File: config.mk
export PLATFORM = sky130hd
export DESIGN_NAME = mptc_top
export DESIGN_NICKNAME = d
export VERILOG_FILES = /design/src/rtl/mptc_pkg.sv /design/src/rtl/mptc_pwm.sv /design/src/rtl/mptc_top.sv
export SDC_FILE = /design/constraint.sdc
export NUM_CORES = 1
export LEC_CHECK = 0
export ABC_AREA = 0
export ABC_CLOCK_PERIOD_IN_PS = 13100
export BUFFER_PORTS_ARGS = -buffer_cell sky130_fd_sc_hd__buf_2
export CAP_MARGIN = 20
export CORE_ASPECT_RATIO = 1.1
export CORE_MARGIN = 3
export CORE_UTILIZATION = 42
export DETAILED_ROUTE_END_ITERATION = 7
export PLACE_DENSITY = 0.66
export REMOVE_ABC_BUFFERS = 1
export SYNTH_ARGS = -nofsm -noshare
export SYNTH_HDL_FRONTEND = slang
export SYNTH_SLANG_ARGS = --single-unit
File: constraint.sdc
create_clock -name ref_clk -period 13.1 [get_ports ref_clk]
set_clock_uncertainty 0.15 [all_clocks]
set_input_delay 0.655 -clock ref_clk [delete_from_list [all_inputs] [get_ports ref_clk]]
set_output_delay 0.655 -clock ref_clk [all_outputs]
set_load 0.01 [all_outputs]
File: src/rtl/mptc_pkg.sv
// Shared constants for the module power and thermal control block
package mptc_pkg;

  // ----------------------------------------------------------------
  // Page-two byte addresses
  // ----------------------------------------------------------------
  localparam logic [7:0] ADDR_INS_COUNT_LOW   = 8'h8D;
  localparam logic [7:0] ADDR_INS_COUNT_HIGH  = 8'h8E;
  localparam logic [7:0] ADDR_STAGE_DLY_HIGH  = 8'h8F;
  localparam logic [7:0] ADDR_STAGE_DLY_LOW   = 8'h90;
  localparam logic [7:0] ADDR_RESET_PIN_LVL   = 8'h91;
  localparam logic [7:0] ADDR_LOW_POWER_LVL   = 8'h92;
  localparam logic [7:0] ADDR_INT_PIN_LVL     = 8'h93;

  // ----------------------------------------------------------------
  // Reset values and read codes
  // ----------------------------------------------------------------
  localparam logic [7:0] STAGE_DLY_RESET      = 8'h00;
  localparam logic [7:0] RESET_LOW_READ       = 8'hFF;
  localparam logic [7:0] BYTE_ZERO            = 8'h00;

  // ----------------------------------------------------------------
  // Power setting byte layout
  // ----------------------------------------------------------------
  localparam int         PWM_DUTY_LSB         = 0;
  localparam int         PWM_DUTY_W           = 6;
  localparam int         SPOT_A_BIT           = 6;
  localparam int         SPOT_B_BIT           = 7;

  // ----------------------------------------------------------------
  // Thermal limits, 1/256 degree units
  // ----------------------------------------------------------------
  localparam int         CUTOFF_DEG           = 80;
  localparam int         HYST_DEG             = 5;
  localparam int         TEMP_FRAC            = 256;
  localparam logic signed [15:0] CUTOFF_TEMP  = 16'(CUTOFF_DEG * TEMP_FRAC);
  localparam logic signed [15:0] RESTORE_TEMP = 16'((CUTOFF_DEG - HYST_DEG) * TEMP_FRAC);

  // ----------------------------------------------------------------
  // Staging step and timing
  // ----------------------------------------------------------------
  localparam int         STEP_PERCENT         = 5;
  localparam int         FULL_SCALE           = 255;
  localparam logic [7:0] STAGE_STEP           = 8'((FULL_SCALE * STEP_PERCENT + 99) / 100);
  localparam int         CLK_PERIOD_NS        = 100;
  localparam int         DELAY_UNIT_NS        = 1000;
  localparam int         TICK_CYCLES          = DELAY_UNIT_NS / CLK_PERIOD_NS;

  // ----------------------------------------------------------------
  // Start-up sequence states
  // ----------------------------------------------------------------
  typedef enum logic [1:0] {
    INIT_LOAD  = 2'b00,
    INIT_STORE = 2'b01,
    RUNNING    = 2'b10
  } mptc_init_t;

endpackage

File: src/rtl/mptc_pwm.sv
// Free-running PWM for the proportional heater spot
`timescale 1ns/10ps
module mptc_pwm #(
  parameter int DUTY_W = 6
) (
  // Clock and reset
  input  wire logic              ref_clk,
  input  wire logic              arst_n,
  // Control
  input  wire logic              enable,
  input  wire logic [DUTY_W-1:0] duty,
  // Output
  output logic                   pwm_out
);

  logic [DUTY_W-1:0] phase_reg;
  logic              pwm_next;

  assign pwm_next = enable && (phase_reg < duty);

  always_ff @(posedge ref_clk or negedge arst_n) begin
    if (!arst_n) begin
      phase_reg <= '0;
      pwm_out   <= 1'b0;
    end else begin
      phase_reg <= phase_reg + 1'b1;
      pwm_out   <= pwm_next;
    end
  end

endmodule

File: src/rtl/mptc_top.sv
// Heater power control, cut-off, staging, insertion count and pin mirrors
`timescale 1ns/10ps

module mptc_top (
  // Clock and reset
  input  wire logic        ref_clk,
  input  wire logic        arst_n,
  // Page-two byte access
  input  wire logic        page_two_sel,
  input  wire logic [7:0]  reg_addr,
  input  wire logic        reg_wr,
  input  wire logic [7:0]  reg_wdata,
  input  wire logic        reg_rd,
  output logic [7:0]       reg_rdata,
  // Power control inputs
  input  wire logic [7:0]  power_setting,
  input  wire logic        power_override,
  input  wire logic        power_set,
  input  wire logic signed [15:0] temp_reading,
  // Low-speed pins
  input  wire logic        module_reset_pin_n,
  input  wire logic        low_power_pin,
  input  wire logic        interrupt_pin_n_in,
  output logic             interrupt_pin_n_out,
  output logic             interrupt_pin_n_oe_n,
  // Nonvolatile counter storage
  input  wire logic [15:0] nv_count_in,
  output logic [15:0]      nv_count_out,
  output logic             nv_write,
  // Heater drive
  output logic             heater_pwm,
  output logic             heater_spot_a,
  output logic             heater_spot_b,
  output logic             cutoff_active
);

  // ----------------------------------------------------------------
  // Declarations
  // ----------------------------------------------------------------
  mptc_pkg::mptc_init_t init_reg;
  mptc_pkg::mptc_init_t init_next;
  logic [15:0] ins_count_reg;
  logic [7:0]  dly_high_reg;
  logic [7:0]  dly_low_reg;
  logic [15:0] active_dly_reg;
  logic        reset_pin_prev_reg;
  logic        int_drive_low_reg;
  logic        cutoff_reg;
  logic [7:0]  applied_reg;
  logic [7:0]  applied_next;
  logic [3:0]  tick_cnt_reg;
  logic        tick_us;
  logic [15:0] wait_cnt_reg;
  logic        int_n_out_next;
  logic        int_n_oe_next;

  // ----------------------------------------------------------------
  // Decode
  // ----------------------------------------------------------------
  wire wr_dly_high = page_two_sel && reg_wr && (reg_addr == mptc_pkg::ADDR_STAGE_DLY_HIGH);
  wire wr_dly_low  = page_two_sel && reg_wr && (reg_addr == mptc_pkg::ADDR_STAGE_DLY_LOW);
  wire wr_int_pin  = page_two_sel && reg_wr && (reg_addr == mptc_pkg::ADDR_INT_PIN_LVL);
  wire running     = (init_reg == mptc_pkg::RUNNING);
  wire reset_rise  = module_reset_pin_n && !reset_pin_prev_reg;

  // Resolved power state
  wire low_power   = power_override ? power_set : low_power_pin;

  // Cut-off comparison on the signed monitor reading
  wire temp_hot    = (temp_reading >= mptc_pkg::CUTOFF_TEMP);
  wire temp_cool   = (temp_reading <= mptc_pkg::RESTORE_TEMP);

  // Target and staging
  wire [7:0] target       = low_power ? mptc_pkg::BYTE_ZERO : power_setting;
  wire       staging_on   = (active_dly_reg != 16'h0000);
  wire [8:0] step_sum     = {1'b0, applied_reg} + {1'b0, mptc_pkg::STAGE_STEP};
  wire [7:0] step_clamped = (step_sum >= {1'b0, target}) ? target : step_sum[7:0];
  wire       step_due     = tick_us && (wait_cnt_reg + 16'h0001 >= active_dly_reg);
  wire [7:0] drive_level  = cutoff_reg ? mptc_pkg::BYTE_ZERO : applied_reg;

  // Read mux
  wire [7:0] rd_reset_lvl = module_reset_pin_n ? 8'h01 : mptc_pkg::RESET_LOW_READ;
  wire [7:0] rd_lp_lvl    = {7'h00, low_power_pin};
  wire [7:0] rd_int_lvl   = {7'h00, interrupt_pin_n_in};
  logic [7:0] rd_sel;

  always_comb begin
    unique case (reg_addr)
      mptc_pkg::ADDR_INS_COUNT_LOW:  rd_sel = ins_count_reg[7:0];
      mptc_pkg::ADDR_INS_COUNT_HIGH: rd_sel = ins_count_reg[15:8];
      mptc_pkg::ADDR_STAGE_DLY_HIGH: rd_sel = dly_high_reg;
      mptc_pkg::ADDR_STAGE_DLY_LOW:  rd_sel = dly_low_reg;
      mptc_pkg::ADDR_RESET_PIN_LVL:  rd_sel = rd_reset_lvl;
      mptc_pkg::ADDR_LOW_POWER_LVL:  rd_sel = rd_lp_lvl;
      mptc_pkg::ADDR_INT_PIN_LVL:    rd_sel = rd_int_lvl;
      default:                       rd_sel = mptc_pkg::BYTE_ZERO;
    endcase
  end

  // ----------------------------------------------------------------
  // Start-up sequence
  // ----------------------------------------------------------------
  always_comb begin
    init_next = init_reg;
    unique case (init_reg)
      mptc_pkg::INIT_LOAD:  init_next = mptc_pkg::INIT_STORE;
      mptc_pkg::INIT_STORE: init_next = mptc_pkg::RUNNING;
      mptc_pkg::RUNNING:    init_next = mptc_pkg::RUNNING;
      default:              init_next = mptc_pkg::INIT_LOAD;
    endcase
  end

  always_ff @(posedge ref_clk or negedge arst_n) begin
    if (!arst_n) begin
      init_reg <= mptc_pkg::INIT_LOAD;
    end else begin
      init_reg <= init_next;
    end
  end

  // Counter loaded from storage, bumped and written back
  always_ff @(posedge ref_clk or negedge arst_n) begin
    if (!arst_n) begin
      ins_count_reg <= 16'h0000;
      nv_count_out  <= 16'h0000;
      nv_write      <= 1'b0;
    end else begin
      nv_write <= 1'b0;
      if (init_reg == mptc_pkg::INIT_LOAD) begin
        ins_count_reg <= nv_count_in + 16'h0001;
      end
      if (init_reg == mptc_pkg::INIT_STORE) begin
        nv_count_out <= ins_count_reg;
        nv_write     <= 1'b1;
      end
    end
  end

  // ----------------------------------------------------------------
  // Writable bytes and delay capture
  // ----------------------------------------------------------------
  always_ff @(posedge ref_clk or negedge arst_n) begin
    if (!arst_n) begin
      dly_high_reg <= mptc_pkg::STAGE_DLY_RESET;
      dly_low_reg  <= mptc_pkg::STAGE_DLY_RESET;
    end else begin
      if (wr_dly_high) begin
        dly_high_reg <= reg_wdata;
      end
      if (wr_dly_low) begin
        dly_low_reg <= reg_wdata;
      end
    end
  end

  // Delay in force changes only at start-up or module reset release
  always_ff @(posedge ref_clk or negedge arst_n) begin
    if (!arst_n) begin
      active_dly_reg     <= {mptc_pkg::STAGE_DLY_RESET, mptc_pkg::STAGE_DLY_RESET};
      reset_pin_prev_reg <= 1'b1;
    end else begin
      reset_pin_prev_reg <= module_reset_pin_n;
      if (!running || reset_rise) begin
        active_dly_reg <= {dly_high_reg, dly_low_reg};
      end
    end
  end

  // ----------------------------------------------------------------
  // Interrupt pin test drive
  // ----------------------------------------------------------------
  assign int_n_out_next = 1'b0;
  assign int_n_oe_next  = !int_drive_low_reg;

  always_ff @(posedge ref_clk or negedge arst_n) begin
    if (!arst_n) begin
      int_drive_low_reg    <= 1'b0;
      interrupt_pin_n_out  <= 1'b0;
      interrupt_pin_n_oe_n <= 1'b1;
    end else begin
      if (wr_int_pin) begin
        int_drive_low_reg <= !reg_wdata[0];
      end
      interrupt_pin_n_out  <= int_n_out_next;
      interrupt_pin_n_oe_n <= int_n_oe_next;
    end
  end

  // ----------------------------------------------------------------
  // Read data
  // ----------------------------------------------------------------
  always_ff @(posedge ref_clk or negedge arst_n) begin
    if (!arst_n) begin
      reg_rdata <= mptc_pkg::BYTE_ZERO;
    end else if (page_two_sel && reg_rd) begin
      reg_rdata <= rd_sel;
    end
  end

  // ----------------------------------------------------------------
  // Over-temperature cut-off with hysteresis
  // ----------------------------------------------------------------
  always_ff @(posedge ref_clk or negedge arst_n) begin
    if (!arst_n) begin
      cutoff_reg <= 1'b0;
    end else if (temp_hot) begin
      cutoff_reg <= 1'b1;
    end else if (temp_cool) begin
      cutoff_reg <= 1'b0;
    end
  end

  // ----------------------------------------------------------------
  // Microsecond tick and stage timer
  // ----------------------------------------------------------------
  always_ff @(posedge ref_clk or negedge arst_n) begin
    if (!arst_n) begin
      tick_cnt_reg <= 4'h0;
      tick_us      <= 1'b0;
    end else if (tick_cnt_reg == 4'(mptc_pkg::TICK_CYCLES - 1)) begin
      tick_cnt_reg <= 4'h0;
      tick_us      <= 1'b1;
    end else begin
      tick_cnt_reg <= tick_cnt_reg + 4'h1;
      tick_us      <= 1'b0;
    end
  end

  // Applied level: drops at once, rises by staged steps
  always_comb begin
    applied_next = applied_reg;
    if (!running) begin
      applied_next = mptc_pkg::BYTE_ZERO;
    end else if (target <= applied_reg || !staging_on) begin
      applied_next = target;
    end else if (!cutoff_reg && step_due) begin
      applied_next = step_clamped;
    end
  end

  always_ff @(posedge ref_clk or negedge arst_n) begin
    if (!arst_n) begin
      applied_reg  <= mptc_pkg::BYTE_ZERO;
      wait_cnt_reg <= 16'h0000;
    end else begin
      applied_reg <= applied_next;
      if (applied_next != applied_reg || target <= applied_reg) begin
        wait_cnt_reg <= 16'h0000;
      end else if (tick_us && !cutoff_reg) begin
        wait_cnt_reg <= wait_cnt_reg + 16'h0001;
      end
    end
  end

  // ----------------------------------------------------------------
  // Heater outputs
  // ----------------------------------------------------------------
  always_ff @(posedge ref_clk or negedge arst_n) begin
    if (!arst_n) begin
      heater_spot_a <= 1'b0;
      heater_spot_b <= 1'b0;
      cutoff_active <= 1'b0;
    end else begin
      heater_spot_a <= drive_level[mptc_pkg::SPOT_A_BIT];
      heater_spot_b <= drive_level[mptc_pkg::SPOT_B_BIT];
      cutoff_active <= cutoff_reg;
    end
  end

  mptc_pwm #(
    .DUTY_W (mptc_pkg::PWM_DUTY_W)
  ) u_pwm (
    .ref_clk (ref_clk),
    .arst_n  (arst_n),
    .enable  (!cutoff_reg),
    .duty    (drive_level[mptc_pkg::PWM_DUTY_LSB +: mptc_pkg::PWM_DUTY_W]),
    .pwm_out (heater_pwm)
  );

endmodule

==> flow_metrics.tcl, run 1 <==
set metrics [dict create \
    status "finished, final reports clean" \
    worst_pin_slew_ps 1100 \
    clk_pin_slew_ps 60 \
    numPortBuffers 95 \
    setup_violations 0 \
    syn2layout_area_growth_pct 16.9 \
    antenna_found_initial 0 \
    synth_edf_count 0 \
    cpPeakStageDelay_ps 680 \
    vias 5656 \
    cts_tree "built" \
    root_buffer "clkbuf_16" \
    antenna_cells 0 \
    clk_path_buf_depth 2 \
    r2r_slack_ps 7710 \
    syn_avg_cell_area_um2 9.55 \
    worstHoldPathType "input port to asynchronous set/reset pin" \
    fin_nets 934 \
    p_clk_share_pct 39.6 \
    synth_common_cells "dfrtp_1 (116), nand2_1 (86), nor2_1 (52)" \
    rsz0062_at_grt "false" \
    critPathMaxFanout 18 \
    setup.worst_path.class "flop to flop" \
    static-leakage-power_nw 3.77 \
    ys_top_cells_by_area "dfrtp_1 (41%), ha_1 (8.0%), mux2_2 (6.8%)" \
    syn-instance-count 733 \
    seqPwrFrac_pct 37.1 \
    synth_top_area_cell "dfrtp_1" \
    drt_wl_total_um 17400 \
    wire_per_inst_um 16.8 \
    io_pins 97 \
    finalWorstPathRequiredPeriod_ps 5390 \
    power.density_nw_per_um2 135 \
    internal_power_mw 0.765 \
    fmax_mhz 185 \
    htreeDepth 4 \
    reg2reg_from "applied_reg[0]$_DFF_PN0_" \
    fin_tns_setup_ps 0 \
    cts_num_sinks 118 \
    fin_crit_sh_pct 41.2 \
    cts_setup_buffers 0 \
    cp_cell_sequence "a21oi_1 -> a2111oi_0 -> xnor2_1 -> inv_1 -> ha_1 -> and3_1 -> a221o_1 -> a211oi_4 -> mux2i_1 -> o22ai_1 -> a311o_1 -> a22oi_1 -> nand4_2 -> nor3b_1" \
    rr_worst_depth 14 \
    cts_buffers 17 \
    synthArstFlopShare_pct 100 \
    drt_iter0_markers 409 \
    die_area_um2 18300 \
    drtPass1Iterations 5 \
    synthFlopType "dfrtp_1" \
    ys_seq_area_share_pct 42.2 \
    holdWs_ps 78.2 \
    p_sw_mw 0.342 \
    viasPerCell 5.48 \
    start_util_pct 43.7 \
    final_antenna_net_count 0 \
    timing.rr.end "wait_cnt_reg[1]$_DFFE_PN0P_" \
    critPathCaptureType "flop" \
    grt_pass1_vias 5560 \
    ctsHoldBuffers 0 \
    slowest_stage "a211oi_4" \
    syn-cell-area_um2 7000 \
    drive_gt1_share_pct 22.8 \
    grt_use_total_pct 19.4 \
    cap_violations 0 \
    worstPathArrival_ps 5550 \
    drc 0 \
    yosysMostFrequentCell "dfrtp_1" \
    core_um2 16000 \
    dp_hpwl_um 13000 \
    cp_top_family "compound AO/OA/AOI/OAI gates" \
    grt_pass1_wl_um 27900 \
    pwr-share-comb_pct 23.3 \
    clock_latency_ps 410 \
    critPathLaunchType "flop" \
    finalHoldViolations 0 \
    rows 48 \
    ir_drop_uv 98.5 \
    grt_max_degree 79 \
    cts_resized 0 \
    die_y_um 141 \
    worst-path-buf-inv 1 \
    required_ps 13260 \
    ys_seq_elements 118 \
    fp.dieW_um 129 \
    ys_warn_count 0 \
    slew_violations 0 \
    synth.distinct_cells 66 \
    routabilityCongestion 0.923 \
    maxSlewHeadroom_pct 25.5 \
    switching_share_pct 30.9 \
    overflow 0 \
    synth_top_area_share_pct 41.5 \
]
[placed cells by master (no fill, tap or decap), types with 17 or more instances in the layout]
cell / netlist / final
nand2_1: 86 / 86
xnor2_1: 33 / 33
xor2_1: 21 / 21
nor2_1: 52 / 52
nand3_1: 31 / 31
o21ai_0: 28 / 27
ha_1: 45 / 45
clkbuf_16: 0 / 17
buf_2: 2 / 94
a21oi_1: 41 / 41
inv_1: 40 / 40
dfrtp_1: 116 / 116
mux2_2: 42 / 42
[logic make-up after synthesis]
| family | share of synthesized area, % |
|---|---|
| AO/OA/AOI/OAI | 14.4 |
| XOR/XNOR | 6.75 |
| adder cells (fa/ha/maj) | 8.04 |
| buffers and inverters | 4.11 |
| flip-flops | 42.2 |
| multiplexers | 7.61 |
| other | 0.0536 |
| AND/OR/NAND/NOR | 16.8 |
[per-stage QoR]
step | area [µm²] | util [%] | setup WS (ps) | power, mW | cells
3_3_place_gp | 7630 | 47.6 | 7830 | 0.675 | 1004
5_1_grt | 8190 | 51.0 | 7300 | 1.17 | 1033
6_report | 8190 | 51.0 | 7710 | 1.11 | 1033
3_5_place_dp | 7630 | 47.6 | 7850 | 0.672 | 1004
4_1_cts | 8190 | 51.0 | 7810 | 1.12 | 1033
2_1_floorplan | 6870 | - | 8580 | 0.585 | 705
[final cells by class]
class / instances / area, µm²
clock buffers: 19 / 443
clock inverters: 10 / 109
fillers: 1496 / 7850
inverters: 42 / 158
multi-input cells: 545 / 3760
flip-flops and latches: 118 / 2960
well taps: 200 / 250
repair buffers: 99 / 508
[metal layers]
metal	global-route usage [%]	up-vias	wire length [µm]
li1	-	2770	-
met1	24.6	2699	7710
met2	32.3	158	8370
met3	4.67	29	934
met4	6.47	0	341
met5	0	-	0
[worst max path at each step]
stage / startpoint / end / slack [ps] / cells past startpoint
after CTS: applied_reg[0]$_DFF_PN0_ / wait_cnt_reg[1]$_DFFE_PN0P_ / 7810 / 14
after global routing: applied_reg[0]$_DFF_PN0_ / wait_cnt_reg[1]$_DFFE_PN0P_ / 7300 / 14
final: applied_reg[0]$_DFF_PN0_ / wait_cnt_reg[1]$_DFFE_PN0P_ / 7710 / 14
after detailed placement: applied_reg[0]$_DFF_PN0_ / wait_cnt_reg[1]$_DFFE_PN0P_ / 7850 / 14
after global placement: applied_reg[0]$_DFF_PN0_ / wait_cnt_reg[1]$_DFFE_PN0P_ / 7830 / 14
after floorplan: applied_reg[0]$_DFF_PN0_ / wait_cnt_reg[1]$_DFFE_PN0P_ / 8580 / 14
[worst register-to-register path, cell delays in order, from the launching register on]
cell	delay [ps]
dfrtp_1	600
a21oi_1	270
a2111oi_0	660
xnor2_1	250
inv_1	80
ha_1	300
and3_1	190
a221o_1	370
a211oi_4	680
mux2i_1	280
o22ai_1	90
a311o_1	300
a22oi_1	200
nand4_2	500
nor3b_1	350
[power groups by stage]
stage | Combinational (mW) | Clock, mW | Sequential, mW
floorplan | 0.175 | 0 | 0.411
global placement | 0.259 | 0 | 0.416
detailed placement | 0.256 | 0 | 0.417
CTS | 0.257 | 0.448 | 0.410
global route | 0.287 | 0.465 | 0.413
finish | 0.258 | 0.439 | 0.411
Note: power is estimated with default switching activity, not from simulation.
==> run 2, diff against run 1 <==
--- a/config.mk
+++ b/config.mk
@@ -6,7 +6,7 @@
 export NUM_CORES = 1
 export LEC_CHECK = 0
 export ABC_AREA = 0
-export ABC_CLOCK_PERIOD_IN_PS = 13100
+export ABC_CLOCK_PERIOD_IN_PS = 5100
 export BUFFER_PORTS_ARGS = -buffer_cell sky130_fd_sc_hd__buf_2
 export CAP_MARGIN = 20
 export CORE_ASPECT_RATIO = 1.1
==> constraint.sdc (replaced) <==
create_clock -name ref_clk -period 5.1 [get_ports ref_clk]
set_clock_uncertainty 0.15 [all_clocks]
set_input_delay 0.255 -clock ref_clk [delete_from_list [all_inputs] [get_ports ref_clk]]
set_output_delay 0.255 -clock ref_clk [all_outputs]
set_load 0.01 [all_outputs]
==> flow_metrics.tcl, run 2 (synthesis gave the netlist of run 1 again) <==
set metrics [dict create \
    cp_cell_sequence "inv_1 -> a2111oi_0 -> xnor2_1 -> inv_1 -> ha_1 -> and3_1 -> a221o_1 -> a211oi_4 -> mux2i_1 -> o21ai_0 -> a311oi_1 -> nand4_4 -> nor3b_1" \
    antenna_found_initial 0 \
    power.density_nw_per_um2 348 \
    holdWs_ps 15.9 \
    ir_drop_uv 236 \
    slowest_stage "a2111oi_0" \
    hold_path_end "ins_count_reg[11]$_DFFE_PN0N_" \
    pwr-share-comb_pct 25.8 \
    die_area_um2 18300 \
    worst_pin_slew_ps 1000 \
    worstHoldPathType "input port to flop" \
    seqPwrFrac_pct 34.7 \
    numPortBuffers 95 \
    overflow 0 \
    critPathLaunchType "flop" \
    layout_common_cells "dfrtp_1 (116), buf_2 (94), nand2_1 (86)" \
    clk_pin_slew_ps 60 \
    io_pins 97 \
    status "finished, final reports clean" \
    critPathMaxFanout 16 \
    grt_pass1_wl_um 28600 \
    worstPathArrival_ps 4860 \
    cap_violations 0 \
    fp.dieW_um 129 \
    worstHoldStart "nv_count_in[11]" \
    final_antenna_net_count 0 \
    grt_use_total_pct 19.7 \
    r2r_slack_ps 420 \
    maxSlewHeadroom_pct 32.4 \
    htreeDepth 4 \
    antenna_cells 0 \
    nFillCells 1481 \
    path_common_cell "inv_1" \
    clock_latency_ps 420 \
    setup_violations 0 \
    rsz0062_at_grt "false" \
    layout_commonest_cell "dfrtp_1" \
    cts_num_sinks 118 \
    drt_iter0_markers 520 \
    finalHoldViolations 0 \
    p_sw_mw 0.932 \
    finalWorstPathRequiredPeriod_ps 4680 \
    core_um2 16000 \
    clk_path_buf_depth 2 \
    setup.worst_path.class "flop to flop" \
    root_buffer "clkbuf_16" \
    fin_nets 959 \
    cts_buffers 17 \
    drive_gt1_share_pct 23.8 \
    drt_wl_total_um 17500 \
    timing.rr.end "wait_cnt_reg[1]$_DFFE_PN0P_" \
    cpPeakStageDelay_ps 570 \
    rows 48 \
    fmax_mhz 214 \
    critPathCaptureType "flop" \
    grt_pass1_vias 5750 \
    drc 0 \
    vias 5855 \
    switching_share_pct 31.6 \
    reg2reg_from "applied_reg[5]$_DFF_PN0_" \
    drtPass1Iterations 6 \
    static-leakage-power_nw 3.88 \
    wire_per_inst_um 16.5 \
    required_ps 5280 \
    p_clk_share_pct 39.5 \
    start_util_pct 43.7 \
    routabilityCongestion 0.936 \
    grt_max_degree 71 \
    fin_tns_setup_ps 0 \
    cts_tree "built" \
    viasPerCell 5.52 \
    fin_crit_sh_pct 91.8 \
    slew_violations 0 \
    syn2layout_area_growth_pct 20.9 \
    hold_path_depth 3 \
    rr_worst_depth 13 \
    die_y_um 141 \
    internal_power_mw 2.01 \
    dp_hpwl_um 13000 \
]
==> run 2: timing repair <==
action | CTS | global route
setup buffers | 0 | 1
hold endpoints to repair | 88 | 0
endpoints found under the setup margin | 0 | 5
resized for setup | 0 | 1
hold buffers | 14 | 0
==> run 2: worst max-delay path, delay by kind of cell (launching register included) <==
kind | cells | cell delay (ps)
flip-flops | 1 | 420
XOR/XNOR | 1 | 260
multiplexers | 1 | 350
adder cells (fa/ha/maj) | 1 | 310
buffers and inverters | 2 | 230
AND/OR/NAND/NOR | 3 | 850
AO/OA/AOI/OAI | 5 | 2010
==> run 2: power by group through the flow <==
stage	Clock [mW]	Combinational, mW	Sequential (mW)
CTS	1.18	0.735	1.02
global placement	0	0.722	1.04
finish	1.16	0.759	1.02
detailed placement	0	0.723	1.04
floorplan	0	0.449	1.06
global route	1.23	0.838	1.03
==> run 2: metrics by stage <==
stage               setup WS, ps  util, %  total power [mW]  instance area (µm²)  instances
floorplan                    582        -              1.50                 6870        705
global placement             426     48.1              1.76                 7710       1014
detailed placement           382     48.1              1.76                 7710       1014
CTS                          346     52.6              2.94                 8430       1060
global route                48.8     52.8              3.10                 8460       1061
finish                       419     52.8              2.95                 8460       1061
==> run 2: worst max path at each step <==
stage,end,cells past startpoint,start
2_1_floorplan,wait_cnt_reg[1]$_DFFE_PN0P_,14,applied_reg[0]$_DFF_PN0_
3_3_place_gp,wait_cnt_reg[1]$_DFFE_PN0P_,17,wait_cnt_reg[2]$_DFFE_PN0P_
3_5_place_dp,wait_cnt_reg[1]$_DFFE_PN0P_,14,applied_reg[5]$_DFF_PN0_
4_1_cts,wait_cnt_reg[1]$_DFFE_PN0P_,17,wait_cnt_reg[2]$_DFFE_PN0P_
5_1_grt,wait_cnt_reg[1]$_DFFE_PN0P_,13,applied_reg[5]$_DFF_PN0_
6_report,wait_cnt_reg[1]$_DFFE_PN0P_,13,applied_reg[5]$_DFF_PN0_
==> run 2: cell type report <==
type	count	area (µm²)	area share [%]
multi-input combinational	545	3770	44.6
sequential	118	2960	34.9
timing repair buffer	124	743	8.78
clock buffer	20	467	5.52
tap	200	250	2.96
inverter	42	158	1.86
clock inverter	12	118	1.39
==> run 2: per-layer routing <==
| metal | vias to the layer above | wire [µm] | global-route usage, % | part of all wire (%) |
|---|---|---|---|---|
| met3 | 53 | 1090 | 4.89 | 6.2 |
| li1 | 2835 | - | - | - |
| met4 | 0 | 530 | 7.90 | 3.0 |
| met2 | 222 | 8360 | 31.6 | 48 |
| met5 | - | 0 | 0 | 0 |
| met1 | 2745 | 7540 | 25.5 | 43 |
==> run 3, diff against run 2 <==
==> constraint.sdc (replaced) <==
create_clock -name ref_clk -period 5.1 [get_ports ref_clk]
set_clock_uncertainty 0.15 [all_clocks]
set_input_delay 1.02 -clock ref_clk [delete_from_list [all_inputs] [get_ports ref_clk]]
set_output_delay 1.02 -clock ref_clk [all_outputs]
set_load 0.01 [all_outputs]
==> flow_metrics.tcl, run 3 (synthesis gave the netlist of run 1 again) <==
set metrics [dict create \
    critPathMaxFanout 16 \
    clk_pin_slew_ps 60 \
    clock_latency_ps 420 \
    drt_iter0_markers 446 \
    cts_buffers 17 \
    start_util_pct 43.7 \
    placed_area_um2 7720 \
    maxSlewHeadroom_pct 30.2 \
    antenna_found_initial 0 \
    cts_resized 0 \
    layout.cells.non_filler 1047 \
    ir_drop_uv 257 \
    final_cell_area_um2 8370 \
    required_ps 5280 \
    worst_pin_slew_ps 1030 \
    slowest_stage "a221oi_4" \
    htreeDepth 4 \
    vias 5710 \
    numPortBuffers 95 \
    layout_common_cells "dfrtp_1 (116), buf_2 (94), nand2_1 (86)" \
    fp.dieW_um 129 \
    fin_nets 945 \
    setup.worst_path.class "flop to flop" \
    slew_violations 0 \
    dp_cells 1015 \
    grt_pass1_wl_um 29000 \
    cp_cell_sequence "a21oi_1 -> a2111oi_0 -> xnor2_1 -> inv_1 -> ha_1 -> and3_1 -> a221o_1 -> a21o_1 -> or3b_1 -> o311ai_2 -> a32oi_1 -> a221oi_4 -> nor3b_1" \
    dp_hpwl_um 13300 \
    static-leakage-power_nw 3.88 \
    routabilityCongestion 0.917 \
    drt_wl_total_um 17800 \
    status "finished, final reports clean" \
    drive_gt1_share_pct 24.2 \
    core_um2 16000 \
    drtPass1Iterations 4 \
    cpPeakStageDelay_ps 660 \
    grt_pass1_vias 5571 \
    clk_path_buf_depth 2 \
    critPathLaunchType "flop" \
    root_buffer "clkbuf_16" \
    fin_tns_setup_ps 0 \
    finalWorstPathRequiredPeriod_ps 4620 \
    drc 0 \
    overflow 0 \
    antenna_cells 0 \
    cts_tree "built" \
    finalHoldViolations 0 \
    cp_top_family "compound AO/OA/AOI/OAI gates" \
    cts_num_sinks 118 \
    layout_commonest_cell "dfrtp_1" \
    io_pins 97 \
    setup_violations 0 \
    grt_max_degree 78 \
    worstHoldPathType "flop to flop" \
    worst-path-buf-inv 1 \
    rows 48 \
    fmax_mhz 217 \
    rsz0062_at_grt "false" \
    worstPathArrival_ps 4800 \
    cts_setup_buffers 0 \
    die_y_um 141 \
    finish.utilization_pct 52.2 \
    final_antenna_net_count 0 \
    grt_use_total_pct 20.2 \
    wire_per_inst_um 17.0 \
    fin_crit_sh_pct 90.6 \
    ctsHoldBuffers 0 \
    critPathCaptureType "flop" \
    power.density_nw_per_um2 369 \
    cap_violations 0 \
    syn2layout_area_growth_pct 19.5 \
    die_area_um2 18300 \
    viasPerCell 5.45 \
]
[run 3: changes by cell type in the layout (fill, tap and decap cells not counted)]
cell | before | now
bufinv_16 | 1 | 5
dlygate4sd3_1 | 14 | 0
nand4_4 | 1 | 0
buf_12 | 1 | 0
buf_4 | 15 | 16
clkinv_4 | 0 | 2
inv_6 | 4 | 1
clkinvlp_4 | 7 | 0
clkinv_2 | 0 | 5
clkbuf_8 | 3 | 2
nand4_2 | 0 | 1
[run 3: final timing paths]
kind	start	endpoint	slack (ps)	depth (start not counted)
worst max-delay path	applied_reg[1]$_DFF_PN0_	wait_cnt_reg[1]$_DFFE_PN0P_	480	13
worst min-delay path	int_drive_low_reg$_DFFE_PN0P_	interrupt_pin_n_oe_n$_DFF_PN1_	240	1
worst max register to register	applied_reg[1]$_DFF_PN0_	wait_cnt_reg[1]$_DFFE_PN0P_	480	13
worst min register to register	int_drive_low_reg$_DFFE_PN0P_	interrupt_pin_n_oe_n$_DFF_PN1_	240	1
max in group asynchronous	arst_n	active_dly_reg[8]$_DFFE_PN0P_	3320	2
min in group asynchronous	arst_n	cutoff_active$_DFF_PN0_	610	1
[run 3: power by group]
group,switching (mW),internal [mW],total [mW]
Clock,0.430,0.890,1.32
Sequential,0.0524,0.985,1.04
Combinational,0.430,0.299,0.729
Total,0.913,2.17,3.09
[run 3: layer usage]
layer  wire length, µm  global-route usage, %  up-vias
met5                 0                      0        -
met4               372                   6.58        0
met3               952                   4.93       34
met2              8510                   32.5      183
met1              7930                   26.8     2702
li1                  -                      -     2791
[run 3: cell type report]
type	instances	area, µm²
repair buffers	110	591
flip-flops and latches	118	2960
clock inverters	13	201
multi-input cells	545	3760
well taps	200	250
inverters	42	158
fillers	1475	7660
clock buffers	19	453
[run 3: through the flow]
step	hold WS (ps)	power [mW]	setup slack (ps)
finish	239	3.09	481
global route	256	3.24	113
CTS	238	3.10	519
detailed placement	233	1.77	517
global placement	230	1.78	495
floorplan	211	1.50	280
